File: src/include/isl_defines.vh
/*
 * constants for the two-wire slave block: own address reset value,
 * reserved address ranges, 10-bit header pattern and fifo depth.
 * assumes inclusion by bare name from the rtl files.
 */
`ifndef ISL_DEFINES_VH
`define ISL_DEFINES_VH

// =====================================================================
// address layout
// =====================================================================
`define ISL_ADDR_W        10
`define ISL_OWN_ADDR_RST  10'h000
`define ISL_TEN_HDR       5'h1e
`define ISL_RSV_LO_MAX    7'h03
`define ISL_VALID_HI      7'h77
`define ISL_TEN_HI_MAX    7'h7b

// =====================================================================
// data path
// =====================================================================
`define ISL_BYTE_W        8
`define ISL_BIT_CNT_W     4
`define ISL_LAST_DATA_BIT 4'h8
`define ISL_ACK_BIT       4'h9
`define ISL_FIFO_DEPTH    32
`define ISL_BRG_W         16
`define ISL_BRG_RST       16'h0000

`endif

File: src/rtl/isl_slave.v
/*
 * two-wire bus slave: address recognition (7 and 10 bit), byte
 * reception into a fifo-backed buffer register, byte transmission with
 * clock hold, acknowledge and slave event pulse.
 * assumes scl/sda are external open-drain lines sampled on CLK_IN and
 * a bus master driving serial clock well below CLK_IN / 8.
 */
//
// Function
// - full shift byte moves to buffer, pulse
// - transmit register single stage only
// - ten-bit own address register
// - select 0: compare low seven bits
// - select 1: 11110 plus top bits, low byte
// - reserved ranges; valid own addresses
// - idle until start, shift eight, compare
// - addr bits 6:0 vs shift 7:1, rw
// - sample data on serial clock rise
// - match: ack, event on ninth fall
// - address byte leaves buffer, full untouched
// - read direction: transmit, hold clock low (code holds it only while the transmit register is empty)
// - release bit frees clock, shift eight out
// - transmit data changes on falling edges
// - transmit pulse on ninth fall always
// - write direction: receive, load, ack
// - buffer full: no ack, pulse, no load
// - overflow without full: load, no ack
// - status low six bits read only
// - reload register feeds bit rate counter
// - repeated start in ten-bit: header only
// - ten-bit match flag update and pulses
`timescale 1ns/1ps
`include "isl_defines.vh"
module isl_slave #(
   parameter FIFO_DEPTH = `ISL_FIFO_DEPTH,
   parameter FIFO_AW    = 5
) (
   input  wire                     CLK_IN,
   input  wire                     ARST_N_IN,
   input  wire                     SCL_IN,
   output wire                     SCL_OUT,
   output wire                     SCL_OE_OUT,
   input  wire                     SDA_IN,
   output wire                     SDA_OUT,
   output wire                     SDA_OE_OUT,
   input  wire                     MODULE_ENABLE_BIT_IN,
   input  wire                     TEN_BIT_ADDR_SELECT_IN,
   input  wire [`ISL_ADDR_W-1:0]   OWN_ADDRESS_IN,
   input  wire                     OWN_ADDRESS_WR_IN,
   input  wire [`ISL_BRG_W-1:0]    BIT_RATE_RELOAD_IN,
   input  wire                     BIT_RATE_RELOAD_WR_IN,
   output wire                     BIT_RATE_TICK_OUT,
   input  wire [`ISL_BYTE_W-1:0]   TX_DATA_IN,
   input  wire                     TX_DATA_WR_IN,
   output wire                     TX_DATA_READY_OUT,
   input  wire                     CLOCK_RELEASE_SET_IN,
   output wire                     CLOCK_RELEASE_BIT_OUT,
   input  wire                     RX_OVERFLOW_CLR_IN,
   input  wire                     RX_BUFFER_RD_IN,
   output wire [`ISL_BYTE_W-1:0]   RX_BUFFER_OUT,
   output wire                     RX_BUFFER_FULL_FLAG_OUT,
   output wire                     RX_OVERFLOW_FLAG_OUT,
   output wire [`ISL_BYTE_W-1:0]   RX_STREAM_DATA_OUT,
   output wire                     RX_STREAM_VALID_OUT,
   input  wire                     RX_STREAM_READY_IN,
   output wire                     TX_BUFFER_FULL_OUT,
   output wire                     TEN_BIT_MATCH_FLAG_OUT,
   output wire                     READ_DIRECTION_OUT,
   output wire                     SLAVE_EVENT_IRQ_FLAG_OUT
);
   // state codes, one hot
   localparam [5:0] ST_IDLE = 6'h01;
   localparam [5:0] ST_ADDR = 6'h02;
   localparam [5:0] ST_ADLO = 6'h04;
   localparam [5:0] ST_RX   = 6'h08;
   localparam [5:0] ST_TX   = 6'h10;
   localparam [5:0] ST_WAIT = 6'h20;

   reg  [1:0]               scl_s;
   reg  [1:0]               sda_s;
   reg                      scl_d;
   reg                      sda_d;
   reg  [5:0]               state;
   reg  [3:0]               bit_cnt;
   reg  [`ISL_BYTE_W-1:0]   rx_shift_reg;
   reg  [`ISL_BYTE_W-1:0]   tx_shift;
   reg  [`ISL_BYTE_W-1:0]   tx_data_reg;
   reg                      tx_full;
   reg  [`ISL_ADDR_W-1:0]   own_address_reg;
   reg  [`ISL_BRG_W-1:0]    bit_rate_reload_reg;
   reg  [`ISL_BRG_W-1:0]    brg_cnt;
   reg  [`ISL_BYTE_W-1:0]   rx_buffer_reg;
   reg                      rx_buffer_full_flag;
   reg                      rx_overflow_flag;
   reg                      ten_bit_match_flag;
   reg                      clock_release_bit;
   reg                      rw_bit;
   reg                      ack_drive;
   reg                      sda_low;
   reg                      irq;
   reg                      hdr_seen;
   reg                      rx_load;
   reg                      rx_nack;
   reg                      master_nack;
   wire                     scl_rise;
   wire                     scl_fall;
   wire                     start_det;
   wire                     stop_det;
   wire [6:0]               a7;
   wire                     hit7;
   wire                     hit_hdr;
   wire                     hit_lo;
   wire                     fifo_ready;
   wire                     fifo_push;

   // =================================================================
   // pin synchronisers and edge detection
   // =================================================================
   // two flops on each line, third stage for edges
   always @(posedge CLK_IN or negedge ARST_N_IN) begin
      if (!ARST_N_IN) begin
         scl_s <= 2'h3;
         sda_s <= 2'h3;
         scl_d <= 1'b1;
         sda_d <= 1'b1;
      end else begin
         scl_s <= {scl_s[0], SCL_IN};
         sda_s <= {sda_s[0], SDA_IN};
         scl_d <= scl_s[1];
         sda_d <= sda_s[1];
      end
   end

   assign scl_rise  = scl_s[1] & ~scl_d;
   assign scl_fall  = ~scl_s[1] & scl_d;
   assign start_det = scl_s[1] & scl_d & sda_d & ~sda_s[1];
   assign stop_det  = scl_s[1] & scl_d & ~sda_d & sda_s[1];

   // =================================================================
   // address compare
   // =================================================================
   // 7-bit compare, valid range only, 10-bit header compare
   assign a7   = rx_shift_reg[7:1];
   assign hit7 = ~TEN_BIT_ADDR_SELECT_IN &
                 (a7 == own_address_reg[6:0]) &
                 (a7 > `ISL_RSV_LO_MAX) & (a7 <= `ISL_VALID_HI);
   assign hit_hdr = TEN_BIT_ADDR_SELECT_IN &
                    (rx_shift_reg[7:3] == `ISL_TEN_HDR) &
                    (rx_shift_reg[2:1] == own_address_reg[9:8]);
   assign hit_lo  = (rx_shift_reg == own_address_reg[7:0]);

   // =================================================================
   // software-written registers
   // =================================================================
   // own address and bit rate reload
   always @(posedge CLK_IN or negedge ARST_N_IN) begin
      if (!ARST_N_IN) begin
         own_address_reg     <= `ISL_OWN_ADDR_RST;
         bit_rate_reload_reg <= `ISL_BRG_RST;
         brg_cnt             <= `ISL_BRG_RST;
      end else begin
         if (OWN_ADDRESS_WR_IN) begin
            own_address_reg <= OWN_ADDRESS_IN;
         end
         if (BIT_RATE_RELOAD_WR_IN) begin
            bit_rate_reload_reg <= BIT_RATE_RELOAD_IN;
         end
         if (brg_cnt == {`ISL_BRG_W{1'b0}}) begin
            brg_cnt <= bit_rate_reload_reg;
         end else begin
            brg_cnt <= brg_cnt - 1'b1;
         end
      end
   end

   assign BIT_RATE_TICK_OUT = (brg_cnt == {`ISL_BRG_W{1'b0}});

   // =================================================================
   // slave protocol engine
   // =================================================================
   // one-hot machine on synchronised scl edges
   always @(posedge CLK_IN or negedge ARST_N_IN) begin
      if (!ARST_N_IN) begin
         state               <= ST_IDLE;
         bit_cnt             <= 4'h0;
         rx_shift_reg        <= 8'h00;
         tx_shift            <= 8'h00;
         tx_data_reg         <= 8'h00;
         tx_full             <= 1'b0;
         rx_buffer_reg       <= 8'h00;
         rx_buffer_full_flag <= 1'b0;
         rx_overflow_flag    <= 1'b0;
         ten_bit_match_flag  <= 1'b0;
         clock_release_bit   <= 1'b1;
         rw_bit              <= 1'b0;
         ack_drive           <= 1'b0;
         sda_low             <= 1'b0;
         irq                 <= 1'b0;
         hdr_seen            <= 1'b0;
         rx_load             <= 1'b0;
         rx_nack             <= 1'b0;
         master_nack         <= 1'b0;
      end else begin
         irq <= 1'b0;
         // software side: reads, loads, flag clears (set wins later)
         if (RX_BUFFER_RD_IN) begin
            rx_buffer_full_flag <= 1'b0;
         end
         if (RX_OVERFLOW_CLR_IN) begin
            rx_overflow_flag <= 1'b0;
         end
         if (TX_DATA_WR_IN & ~tx_full) begin
            tx_data_reg <= TX_DATA_IN;
            tx_full     <= 1'b1;
         end
         if (CLOCK_RELEASE_SET_IN) begin
            clock_release_bit <= 1'b1;
         end
         if (!MODULE_ENABLE_BIT_IN) begin
            state     <= ST_IDLE;
            ack_drive <= 1'b0;
            sda_low   <= 1'b0;
            clock_release_bit <= 1'b1;
         end else if (start_det) begin
            // repeated start keeps 10-bit addressed status
            state    <= ST_ADDR;
            bit_cnt  <= 4'h0;
            hdr_seen <= ten_bit_match_flag;
            ack_drive <= 1'b0;
            sda_low  <= 1'b0;
         end else if (stop_det) begin
            state     <= ST_IDLE;
            ack_drive <= 1'b0;
            sda_low   <= 1'b0;
         end else begin
            case (state)
               ST_IDLE: begin
                  bit_cnt <= 4'h0;
               end
               ST_ADDR, ST_ADLO, ST_RX: begin
                  if (scl_rise && bit_cnt < `ISL_LAST_DATA_BIT) begin
                     rx_shift_reg <= {rx_shift_reg[6:0], sda_s[1]};
                     bit_cnt      <= bit_cnt + 1'b1;
                  end else if (scl_fall &&
                               bit_cnt == `ISL_LAST_DATA_BIT) begin
                     // decide acknowledge for the ninth bit
                     bit_cnt <= `ISL_ACK_BIT;
                     rx_load <= 1'b0;
                     rx_nack <= 1'b0;
                     if (state == ST_ADDR) begin
                        if (hit7 | (hit_hdr & (~rx_shift_reg[0] |
                                               hdr_seen))) begin
                           ack_drive <= 1'b1;
                           sda_low   <= 1'b1;
                        end else begin
                           ten_bit_match_flag <= 1'b0;
                           state <= ST_IDLE;
                        end
                     end else if (state == ST_ADLO) begin
                        if (hit_lo) begin
                           ack_drive <= 1'b1;
                           sda_low   <= 1'b1;
                        end else begin
                           ten_bit_match_flag <= 1'b0;
                           state <= ST_IDLE;
                        end
                     end else if (rx_buffer_full_flag) begin
                        rx_overflow_flag <= 1'b1;
                        rx_nack <= 1'b1;
                     end else if (rx_overflow_flag) begin
                        rx_load <= 1'b1;
                        rx_nack <= 1'b1;
                     end else begin
                        rx_load   <= 1'b1;
                        ack_drive <= 1'b1;
                        sda_low   <= 1'b1;
                     end
                     if (state == ST_RX && !rx_buffer_full_flag) begin
                        rx_buffer_reg <= rx_shift_reg;
                        rx_buffer_full_flag <= 1'b1;
                     end
                  end else if (scl_fall && bit_cnt == `ISL_ACK_BIT) begin
                     // ninth falling edge: pulse and move on
                     ack_drive <= 1'b0;
                     sda_low   <= 1'b0;
                     bit_cnt   <= 4'h0;
                     irq       <= 1'b1;
                     if (state == ST_ADDR) begin
                        rw_bit <= rx_shift_reg[0];
                        if (hit_hdr & ~rx_shift_reg[0]) begin
                           ten_bit_match_flag <= 1'b0;
                           state <= ST_ADLO;
                        end else if (rx_shift_reg[0]) begin
                           state <= ST_TX;
                           if (!tx_full) begin
                              clock_release_bit <= 1'b0;
                           end
                           tx_shift <= tx_data_reg;
                           tx_full  <= 1'b0;
                           sda_low  <= tx_full & ~tx_data_reg[7];
                        end else begin
                           state <= ST_RX;
                        end
                     end else if (state == ST_ADLO) begin
                        ten_bit_match_flag <= 1'b1;
                        state <= ST_RX;
                     end
                     // address bytes leave buffer and full flag alone
                  end
               end
               ST_TX: begin
                  if (scl_fall && bit_cnt < 4'h7) begin
                     // next data bit on each falling edge
                     tx_shift <= {tx_shift[6:0], 1'b0};
                     sda_low  <= ~tx_shift[6];
                     bit_cnt  <= bit_cnt + 1'b1;
                  end else if (scl_fall && bit_cnt == 4'h7) begin
                     sda_low <= 1'b0;
                     bit_cnt <= `ISL_LAST_DATA_BIT;
                  end else if (scl_rise &&
                               bit_cnt == `ISL_LAST_DATA_BIT) begin
                     master_nack <= sda_s[1];
                     bit_cnt     <= `ISL_ACK_BIT;
                  end else if (scl_fall && bit_cnt == `ISL_ACK_BIT) begin
                     irq     <= 1'b1;
                     bit_cnt <= 4'h0;
                     if (master_nack) begin
                        state <= ST_WAIT;
                     end else begin
                        if (!tx_full) begin
                           clock_release_bit <= 1'b0;
                        end
                        tx_shift <= tx_data_reg;
                        tx_full  <= 1'b0;
                        sda_low  <= tx_full & ~tx_data_reg[7];
                     end
                  end
               end
               ST_WAIT: begin
                  sda_low <= 1'b0;
               end
               default: begin
                  state <= ST_IDLE;
               end
            endcase
            // data for the held byte arrives before release
            if (state == ST_TX && !clock_release_bit && bit_cnt == 4'h0 &&
                TX_DATA_WR_IN && !tx_full) begin
               tx_shift <= TX_DATA_IN;
               sda_low  <= ~TX_DATA_IN[7];
               tx_full  <= 1'b0;
            end
         end
      end
   end

   // =================================================================
   // receive stream fifo
   // =================================================================
   // each loaded byte also enters the stream fifo
   assign fifo_push = rx_load & (state == ST_RX) & irq;

   isl_fifo #(
      .W  (`ISL_BYTE_W),
      .D  (FIFO_DEPTH),
      .AW (FIFO_AW)
   ) u_fifo (
      .clk_in       (CLK_IN),
      .arst_n_in    (ARST_N_IN),
      .wr_data_in   (rx_buffer_reg),
      .wr_valid_in  (fifo_push),
      .wr_ready_out (fifo_ready),
      .rd_data_out  (RX_STREAM_DATA_OUT),
      .rd_valid_out (RX_STREAM_VALID_OUT),
      .rd_ready_in  (RX_STREAM_READY_IN)
   );

   // =================================================================
   // pin drive and status
   // =================================================================
   // open drain: only drive low, hold scl while released bit clear
   assign SDA_OUT    = 1'b0;
   assign SDA_OE_OUT = sda_low | ack_drive;
   assign SCL_OUT    = 1'b0;
   assign SCL_OE_OUT = (~clock_release_bit & ~scl_s[1]) |
                       (~fifo_ready & (state == ST_RX));

   // status bits are outputs; software clears overflow, clears full by a buffer read and sets the release bit by strobe
   assign RX_BUFFER_OUT            = rx_buffer_reg;
   assign RX_BUFFER_FULL_FLAG_OUT  = rx_buffer_full_flag;
   assign RX_OVERFLOW_FLAG_OUT     = rx_overflow_flag;
   assign TX_BUFFER_FULL_OUT       = tx_full;
   assign TX_DATA_READY_OUT        = ~tx_full;
   assign TEN_BIT_MATCH_FLAG_OUT   = ten_bit_match_flag;
   assign READ_DIRECTION_OUT       = rw_bit;
   assign CLOCK_RELEASE_BIT_OUT    = clock_release_bit;
   assign SLAVE_EVENT_IRQ_FLAG_OUT = irq;
endmodule // isl_slave

File: src/rtl/isl_fifo.v
/*
 * synchronous valid/ready fifo, width and depth parameters.
 * assumes one clock and an asynchronous active-low reset.
 */
`timescale 1ns/1ps
module isl_fifo #(
   parameter W  = 8,
   parameter D  = 32,
   parameter AW = 5
) (
   input  wire          clk_in,
   input  wire          arst_n_in,
   input  wire [W-1:0]  wr_data_in,
   input  wire          wr_valid_in,
   output wire          wr_ready_out,
   output wire [W-1:0]  rd_data_out,
   output wire          rd_valid_out,
   input  wire          rd_ready_in
);
   reg  [W-1:0] mem [0:D-1];
   reg  [AW-1:0] wp;
   reg  [AW-1:0] rp;
   reg  [AW:0]   cnt;
   wire          push;
   wire          pop;

   // =================================================================
   // flags and pointers
   // =================================================================
   assign wr_ready_out = (cnt != D[AW:0]);
   assign rd_valid_out = (cnt != {(AW+1){1'b0}});
   assign rd_data_out  = mem[rp];
   assign push = wr_valid_in & wr_ready_out;
   assign pop  = rd_valid_out & rd_ready_in;

   // storage write
   always @(posedge clk_in) begin
      if (push) begin
         mem[wp] <= wr_data_in;
      end
   end

   // pointer and count update
   always @(posedge clk_in or negedge arst_n_in) begin
      if (!arst_n_in) begin
         wp  <= {AW{1'b0}};
         rp  <= {AW{1'b0}};
         cnt <= {(AW+1){1'b0}};
      end else begin
         if (push) begin
            wp <= (wp == D[AW-1:0] - 1'b1) ? {AW{1'b0}} : wp + 1'b1;
         end
         if (pop) begin
            rp <= (rp == D[AW-1:0] - 1'b1) ? {AW{1'b0}} : rp + 1'b1;
         end
         if (push & ~pop) begin
            cnt <= cnt + 1'b1;
         end else if (pop & ~push) begin
            cnt <= cnt - 1'b1;
         end
      end
   end
endmodule // isl_fifo

File: config.mk
export PLATFORM = sky130hd
export DESIGN_NAME = isl_slave
export DESIGN_NICKNAME = d
export VERILOG_FILES = /design/src/rtl/isl_slave.v /design/src/rtl/isl_fifo.v
export VERILOG_INCLUDE_DIRS = /design/src /design/src/include
export SDC_FILE = /design/constraint.sdc
export NUM_CORES = 1
export LEC_CHECK = 0
export ABC_AREA = 1
export BUFFER_PORTS_ARGS = -buffer_cell sky130_fd_sc_hd__buf_2
export CORE_ASPECT_RATIO = 1.4
export CORE_MARGIN = 4
export CORE_UTILIZATION = 60
export DETAILED_ROUTE_END_ITERATION = 7
export PLACE_DENSITY = 0.85
export SYNTH_ARGS = -nofsm -noshare
export SYNTH_HDL_FRONTEND = slang
export SYNTH_HIERARCHICAL = 1
export SYNTH_SLANG_ARGS = --single-unit
File: constraint.sdc
create_clock -name CLK_IN -period 6.5 [get_ports CLK_IN]
set_input_delay 0.325 -clock CLK_IN [delete_from_list [all_inputs] [get_ports CLK_IN]]
set_output_delay 0.325 -clock CLK_IN [all_outputs]
set_load 0.01 [all_outputs]
After elaboration in Yosys (flattened, before gate mapping) --
Memory sizes are Yosys's and may differ from the RTL's. Cells that the tools add are included.
Cells by class: add/sub/neg operators 6, magnitude comparators 4, equal/unequal tests 58, muxes and demuxes 152, bitwise operators 48, reductions and logical operators 36
Operators by type and width (number):
- 2-to-1 mux 6 bit | 19
- 2-to-1 mux 1 bit | 101
- 2-to-1 mux 7 bit | 12
- 2-to-1 mux 4 bit | 8
- != test 5 bit, second input constant | 6
- != test 7 bit, second input constant | 4
- != test 9 bit, second input constant | 3
- AND 1 bit | 24
- != test 6 bit, second input constant | 4
- != test 8 x 7 -> 1 bit, second input constant | 3
- != test 3 bit, second input constant | 7
- AND reduction 7 bit | 3
- 2-to-1 mux 5 bit | 4
- inverter 1 bit | 20
- AND reduction 10 bit | 2
- case mux 6 bit (3 select lines) | 1
- logical NOT 16 bit | 1
- 2-to-1 mux 16 bit | 1
- != test 4 x 3 -> 1 bit, second input constant | 4
- subtractor 16 x 1 -> 16 bit, second input constant | 1
- == test 5 bit, second input constant | 3
- != test 7 x 5 -> 1 bit, second input constant | 2
- case mux 7 bit (2 select lines) | 1
- AND reduction 14 bit | 1
- other kinds (47) | 69
Storage, ports and cells: flip-flop bits (word level) 117, bits in writable memories 256, output and inout bits 30, memories 1
Memory list:
- u_fifo.mem | words 32, width 8, read ports 1, clocked after memory_dff 0, wr ports 1, RTL line isl_fifo.v:20 | reg [W-1:0] mem [0:D-1];

Depth between registers and ports, before layout --
Gate-level depths: netlist of the first run.
depth in word-level cells 14, gate-level depth with buffers 18

Cells and area by module --
Netlist of the first run, hierarchy kept.
By module, submodules not included:
- isl_fifo | times used 1, cells each 1253, area an instance 12385.6 um2, seq. area each 8087.8 um2
- isl_slave | times used 1, cells each 697, area an instance 5587.9 um2, seq. area each 2537.4 um2

Least setup slack after synthesis of the first run --
OpenSTA, ideal clock, no wires.
path kind register -> register, from register state[1], to register u_fifo.cnt[4], library setup time 129 ps, data arrival time 2400 ps, data required time 6371 ps, path slack 3971 ps, cell stages (with the launch flop) 15, buffers on the path 1, clock period less this slack 2529 ps, path through dfrtp_1 > nor2_4 > nand4_2 > nor2_1 > nand2_2 > inv_1 > buf_2 > ha_1 > inv_1 > fa_1 > nand2_1 > nand2_1 > a21oi_1 > or2_2 > a31oi_1
On the way: longest elaborated chain between the ends 7
RTL lines:
- start: declaration | RTL line isl_slave.v:83 | reg [5:0] state;
- start signal: assignment | RTL line isl_slave.v:184 | state <= ST_IDLE;
- start signal: assignment | RTL line isl_slave.v:220 | state <= ST_IDLE;
- start signal: assignment | RTL line isl_slave.v:226 | state <= ST_ADDR;
- == test 6 x 4 -> 1 bit (*) | RTL line isl_slave.v:361 | assign fifo_push = rx_load & (state == ST_RX) & irq;
- AND 1 bit (*) (2 in a row) | RTL line isl_slave.v:361
- via fifo_push | RTL line isl_slave.v:114 | wire fifo_push;
- AND 1 bit (*) | RTL line isl_fifo.v:33 | assign push = wr_valid_in & wr_ready_out;
- via u_fifo.push | RTL line isl_fifo.v:24 | wire push;
- inverter 1 bit | RTL line isl_fifo.v:58 | end else if (pop & ~push) begin
- AND 1 bit | RTL line isl_fifo.v:58
- nonzero test 2 bit (no source line)
- end signal: assignment | RTL line isl_fifo.v:48 | cnt <= {(AW+1){1'b0}};
- end signal: assignment | RTL line isl_fifo.v:57 | cnt <= cnt + 1'b1;
- end signal: assignment | RTL line isl_fifo.v:59 | cnt <= cnt - 1'b1;
- end: declaration | RTL line isl_fifo.v:23 | reg [AW:0] cnt;
The timed path passes the listed nets; every way through them passes the cells marked *. A chain may end at the register's enable or synchronous reset.

Worst setup path in the final report of the first run --
from register u_fifo.rp[0], to output port RX_STREAM_DATA_OUT[1]
On the way: longest elaborated chain between the ends 1
RTL lines:
- start: declaration | RTL line isl_fifo.v:22 | reg [AW-1:0] rp;
- start signal: assignment | RTL line isl_fifo.v:47 | rp <= {AW{1'b0}};
- start signal: assignment | RTL line isl_fifo.v:54 | rp <= (rp == D[AW-1:0] - 1'b1) ? {AW{1'b0}} : rp + 1'b1;
- memory read (32 x 8 bit)
- end: declaration | RTL line isl_slave.v:63 | output wire [`ISL_BYTE_W-1:0] RX_STREAM_DATA_OUT,
No other way between the ends.

==> flow_summary.yaml, run 1 <==
clocking:
  cts_setup_buffers: 0
  root_buffer: "clkbuf_16"
  numCtsBuffers: 35
  insertion_delay_ns: 0.53
  clk_pin_slew_worst_paths_ns: 0.07
  cts_tree: "built"
  htree_num_levels: 2
  cts_sinks: 373
  clockBufferDepth: 3
route:
  viasPerCell: 5.50
  dr.first_iter.drc_count: 1087
  drc: 0
  vias: 13311
  routed_wirelength_um: 40900
  wl_per_cell_um: 16.9
  postRouteAntennaNets: 0
  firstDrtPassIters: 7
power:
  combPwrFrac_pct: 4.9
  clkPwrFrac_pct: 42.1
  seq_power_share_pct: 53.1
  p_total_mw: 4.94
  power_per_cell_area_nw_per_um2: 250
  internal-power_mw: 3.89
  leakage_nw: 9.04
  peakVddDrop_mv: 0.242
  p_sw_share_pct: 21.3
  p_sw_mw: 1.06
worst_setup_path:
  r2r-start: "state[1]"
  crit_required_ns: 6.17
  startpoint_type: "register"
  cp_max_fo: 98
  endpoint_kind: "primary output"
  r2r_slack_ns: 3.20
  path_class: "reg2out"
  crit_start: "u_fifo/rp[0]"
  r2r-end: "u_fifo/cnt[4]"
  critPathArrivalTime_ns: 3.33
  crit_path_end: "RX_STREAM_DATA_OUT[1]"
  r2r_cells: 13
synth:
  syn_area_per_cell_um2: 9.22
  ys_ff_latch: 373
  ys_types: 48
  yosys.area.top_type: "edfxtp_1"
  synth_area_leaders: "edfxtp_1 (43%), dfrtp_1 (15%), nand2_1 (13%)"
  yosysWarnings: 6
  netlist_instances: 1950
  async_flop_share_pct: 31.4
  synth_area_um2: 18000
  synthFlopType: "edfxtp_1"
  synth_top_area_share_pct: 42.8
  synth_edf_count: 256
  yosysSeqAreaShare_pct: 59.1
cells_and_area:
  fill_cells: 2205
  fin_util_pct: 67.5
  largest_register_ffs: 256
  design_area_um2: 19800
  layout_common_cells: "nand2_1 (601), inv_1 (282), edfxtp_1 (256)"
  syn2layout_area_growth_pct: 10.1
  antennaDiodeCount: 0
  drive_above_1_share_pct: 11.2
  fin_nets: 2080
  stdcell_count: 2420
  final_common_cell: "nand2_1"
die:
  coreArea_um2: 29400
  num_io_pins: 77
  die_area_um2: 32800
  rows: 74
  die_h_um: 213
  initial_core_util_pct: 61.2
  die_w_um: 154
sta:
  whs_ns: 0.0169
  rsz0062_at_grt: "no"
  fin_ws_ns: 2.85
  slew_viol_final: 0
  slew_headroom_pct: 10.0
  finalSetupTns_ns: 0
  finalClockSkew_ns: 0.0141
  max_freq_mhz: 274
  hold_viol_final: 0
  tightest_slew_ns: 1.34
  setup_viol: 0
  period_share_pct: 56.2
  finalCriticalPeriod_ns: 3.65
place:
  dp_cells: 2349
  postPlaceCellArea_um2: 18500
  placement.io_buffers: 74
  place_ws_ns: 3.28
  place.detailed.hpwl_um: 26700
  gp_congestion: 0.920
worst_hold_path:
  hp-class: "in2reg"
run_status:
  status: "completed"
job:
  drv_cap: 0
grt:
  grt_use_total_pct: 25.0
  grt_start_max_net_pins: 99
  grt.overflow.total: 0
  grt_pass1_wl_um: 66200
  first_global_vias: 13305
  antenna_found_initial: 0
-- cells by family (layout without fill, tap and decap cells) --
logic type	Yosys count	count (layout)	synth area share [%]
AOI/OAI and AO/OA	134	134	4.04
xor gates and xnor gates	22	22	1.07
adders and majority gates	18	18	1.29
buffers and inverters	373	462	8.72
DFF	373	373	59.1
muxes	12	12	0.752
other	1	2	0.0209
and+or+nand+nor	1017	1017	25.0
-- synthesized netlist by cell type, drive strengths merged, types with 9 or more instances --
master	n
edfxtp	256
mux2	12
or2	31
nor2	88
clkbuf	15
nand4	9
nand3	226
o21ai	109
buf	62
dfrtp	109
ha	17
xnor2	10
xor2	12
inv	291
nor3	46
a21oi	15
nand2	612
-- repair_timing --
item                      CTS  global route
hold buffers                9             0
resized for setup           0             0
hold endpoints to repair   51             0
-- worst min path at each step --
stage                      startpoint                       to  slack [ns]  depth (start not counted)
4_1_cts         BIT_RATE_RELOAD_IN[0]   bit_rate_reload_reg[0]      0.0003                          3
5_1_grt        BIT_RATE_RELOAD_IN[14]  bit_rate_reload_reg[14]        0.02                          3
3_3_place_gp                 scl_s[0]                 scl_s[1]        0.35                          0
6_report        BIT_RATE_RELOAD_IN[0]   bit_rate_reload_reg[0]        0.02                          3
2_1_floorplan               ARST_N_IN       READ_DIRECTION_OUT        0.03                          0
3_5_place_dp                 scl_s[0]                 scl_s[1]        0.35                          0
-- cell type report --
type,instances,area (µm²),share of cell area (%)
flip-flops and latches,373,10600,53.7
multi-input cells,1205,5780,29.2
inverters,296,1120,5.65
clock buffers,48,1020,5.14
repair buffers,104,621,3.13
well taps,380,475,2.40
clock inverters,14,151,0.765
-- layer usage --
metal	share of wire, %	vias up	routed length [µm]	global-route usage (%)
li1	-	6400	-	-
met1	36	6222	14700	29.2
met2	53	556	21600	45.6
met3	6.6	133	2680	3.41
met4	4.8	0	1950	11.8
met5	0	-	0	0
-- power by group through the flow --
stage / clock network (mW) / logic, mW / registers, mW
floorplan: 0 / 0.174 / 2.66
global placement: 0 / 0.225 / 2.67
detailed placement: 0 / 0.234 / 2.67
CTS: 2.12 / 0.241 / 2.62
global route: 2.21 / 0.279 / 2.63
finish: 2.08 / 0.240 / 2.62
-- critical path, stage by stage (launching register included) --
cell     delay [ns]
dfrtp_4        0.83
buf_4          0.85
nand2_1        0.15
nand3_1        0.14
nand2_1        0.08
nand2_1        0.10
nand3_1        0.15
nand3_1        0.14
nand2_1        0.08
buf_2          0.14
Note: power is estimated with default switching activity, not from simulation.
==> run 2, diff against run 1 <==
==> constraint.sdc (replaced) <==
create_clock -name CLK_IN -period 3.6 [get_ports CLK_IN]
set_input_delay 0.18 -clock CLK_IN [delete_from_list [all_inputs] [get_ports CLK_IN]]
set_output_delay 0.18 -clock CLK_IN [all_outputs]
set_load 0.01 [all_outputs]
==> run 2 against run 1 <==
Compared with the run above: global-route usage grew 0.99 points; sequential cell count is the same; wire length increased by 3.3%; highest routed layer unchanged; clock power is 79% higher; non-clock buffer count rose by 60; sequential power is 81% higher; critical path depth grew 2; setup slack lost 2.1 ns; design area increased by 2.8%; count of clock-buffer cells in the layout stayed put; die area unchanged.
==> flow_summary.yaml, run 2 (synthesis gave the netlist of run 1 again) <==
power:
  p_sw_share_pct: 21.3
  p_sw_mw: 1.90
  seq_power_share_pct: 53.0
  combPwrFrac_pct: 5.3
  internal-power_mw: 7.04
  power_per_cell_area_nw_per_um2: 439
  clkPwrFrac_pct: 41.7
  leakage_nw: 9.31
  peakVddDrop_mv: 0.425
  p_total_mw: 8.94
place:
  gp_congestion: 0.906
  dp_cells: 2375
  placement.io_buffers: 74
  place.detailed.hpwl_um: 26800
grt:
  grt_use_total_pct: 26.0
  grt_start_max_net_pins: 163
  first_global_vias: 13698
  grt_pass1_wl_um: 68300
  antenna_found_initial: 0
  grt.overflow.total: 0
die:
  rows: 74
  initial_core_util_pct: 61.2
  die_area_um2: 32800
  coreArea_um2: 29400
  num_io_pins: 77
  die_h_um: 213
  die_w_um: 154
clocking:
  htree_num_levels: 2
  clockBufferDepth: 3
  cts_tree: "built"
  hold_buffers: 43
  root_buffer: "clkbuf_16"
  cts_sinks: 373
  insertion_delay_ns: 0.53
  cts_setup_buffers: 0
  post_cts_resized: 0
  numCtsBuffers: 35
  clk_pin_slew_worst_paths_ns: 0.06
route:
  wl_per_cell_um: 17.1
  vias: 13654
  drc: 0
  viasPerCell: 5.51
  postRouteAntennaNets: 0
  dr.first_iter.drc_count: 1058
  routed_wirelength_um: 42300
  firstDrtPassIters: 5
sta:
  finalSetupTns_ns: 0
  finalClockSkew_ns: 0.0106
  finalCriticalPeriod_ns: 2.85
  slew_viol_final: 0
  setup_viol: 0
  max_freq_mhz: 351
  hold_viol_final: 0
  rsz0062_at_grt: "no"
  slew_headroom_pct: 24.2
  period_share_pct: 79.0
  tightest_slew_ns: 1.14
worst_setup_path:
  path_class: "reg2out"
  crit_top_cell: "nand2_1"
  endpoint_kind: "primary output"
  critPathArrivalTime_ns: 2.67
  startpoint_type: "register"
  path_cells: "inv_4 > buf_12 > nand2_1 > nand2_1 > nand2_1 > o21ai_1 > nand2_1 > nand3_1 > nand3_1 > nand2_1 > buf_2"
  worst_path_largest_cell_delay_ns: 0.50
  cp_max_fo: 57
  cp_slowest_cell: "dfrtp_4"
  crit_required_ns: 3.42
cells_and_area:
  final_common_cell: "nand2_1"
  syn2layout_area_growth_pct: 13.2
  antennaDiodeCount: 0
  largest_register_ffs: 256
  fill_cells: 2074
  fin_nets: 2140
  layout_common_cells: "nand2_1 (601), inv_1 (282), edfxtp_1 (256)"
  stdcell_count: 2479
  drive_above_1_share_pct: 11.9
job:
  drv_cap: 0
worst_hold_path:
  hp-class: "in2reg"
run_status:
  status: "completed"
run 2: cell types whose count changed in the layout (fill, tap and decap cells not counted), sizes merged:
| cell | change |
|---|---|
| clkinvlp | -2 |
| clkinv | -1 |
| buf | +26 |
| inv | +1 |
| dlygate4sd3 | +34 |
| bufinv | +1 |
run 2: routing by layer:
metal,share of wire (%),global-route usage [%]
met3,6.5,3.67
met2,53,47.9
met4,4.4,12.2
met5,0,0
met1,36,30.0
run 2: final cells by class:
| class | count | area (µm²) | share of cell area [%] |
|---|---|---|---|
| sequential | 373 | 10600 | 52.2 |
| multi-input combinational | 1205 | 5780 | 28.4 |
| timing repair buffer | 164 | 1190 | 5.86 |
| inverter | 296 | 1120 | 5.50 |
| clock buffer | 48 | 976 | 4.79 |
| tap | 380 | 475 | 2.34 |
| clock inverter | 13 | 176 | 0.867 |
run 2: final timing paths:
check                                     start                      to  slack, ns  cells past startpoint
setup / recovery                   u_fifo/rp[0]   RX_STREAM_DATA_OUT[7]       0.75                     11
hold / removal             MODULE_ENABLE_BIT_IN                state[1]       0.02                      3
setup reg to reg                       state[1]           u_fifo/cnt[4]       0.79                     13
hold reg to reg                        sda_s[0]                sda_s[1]       0.36                      0
max in group asynchronous             ARST_N_IN                state[0]       2.33                      3
min in group asynchronous             ARST_N_IN  TEN_BIT_MATCH_FLAG_OUT       0.37                      2
run 2: metrics by stage:
step / hold WS, ns / utilization [%] / setup slack [ns] / cell area [µm²]
finish: 0.0183 / 69.3 / 0.754 / 20400
detailed placement: 0.287 / 64.0 / 0.800 / 18800
floorplan: -0.116 / - / 1.07 / 18000
global route: 0.0435 / 69.3 / 0.462 / 20400
global placement: 0.287 / 64.0 / 0.933 / 18800
CTS: 0.00342 / 69.3 / 0.738 / 20400
run 2: critical path, delay by kind of cell, from the launching register on:
| family | cells | cell delay, ns |
|---|---|---|
| and+or+nand+nor | 7 | 0.62 |
| AOI/OAI and AO/OA | 1 | 0.10 |
| buffers and inverters | 3 | 0.87 |
| DFF | 1 | 0.50 |
run 2: power groups by stage:
| stage | sequential [mW] | combinational (mW) | clock [mW] |
|---|---|---|---|
| after global placement | 4.81 | 0.408 | 0 |
| after global routing | 4.75 | 0.541 | 3.96 |
| after CTS | 4.74 | 0.468 | 3.79 |
| final | 4.74 | 0.476 | 3.73 |
| after floorplan | 4.80 | 0.315 | 0 |
| after detailed placement | 4.82 | 0.426 | 0 |
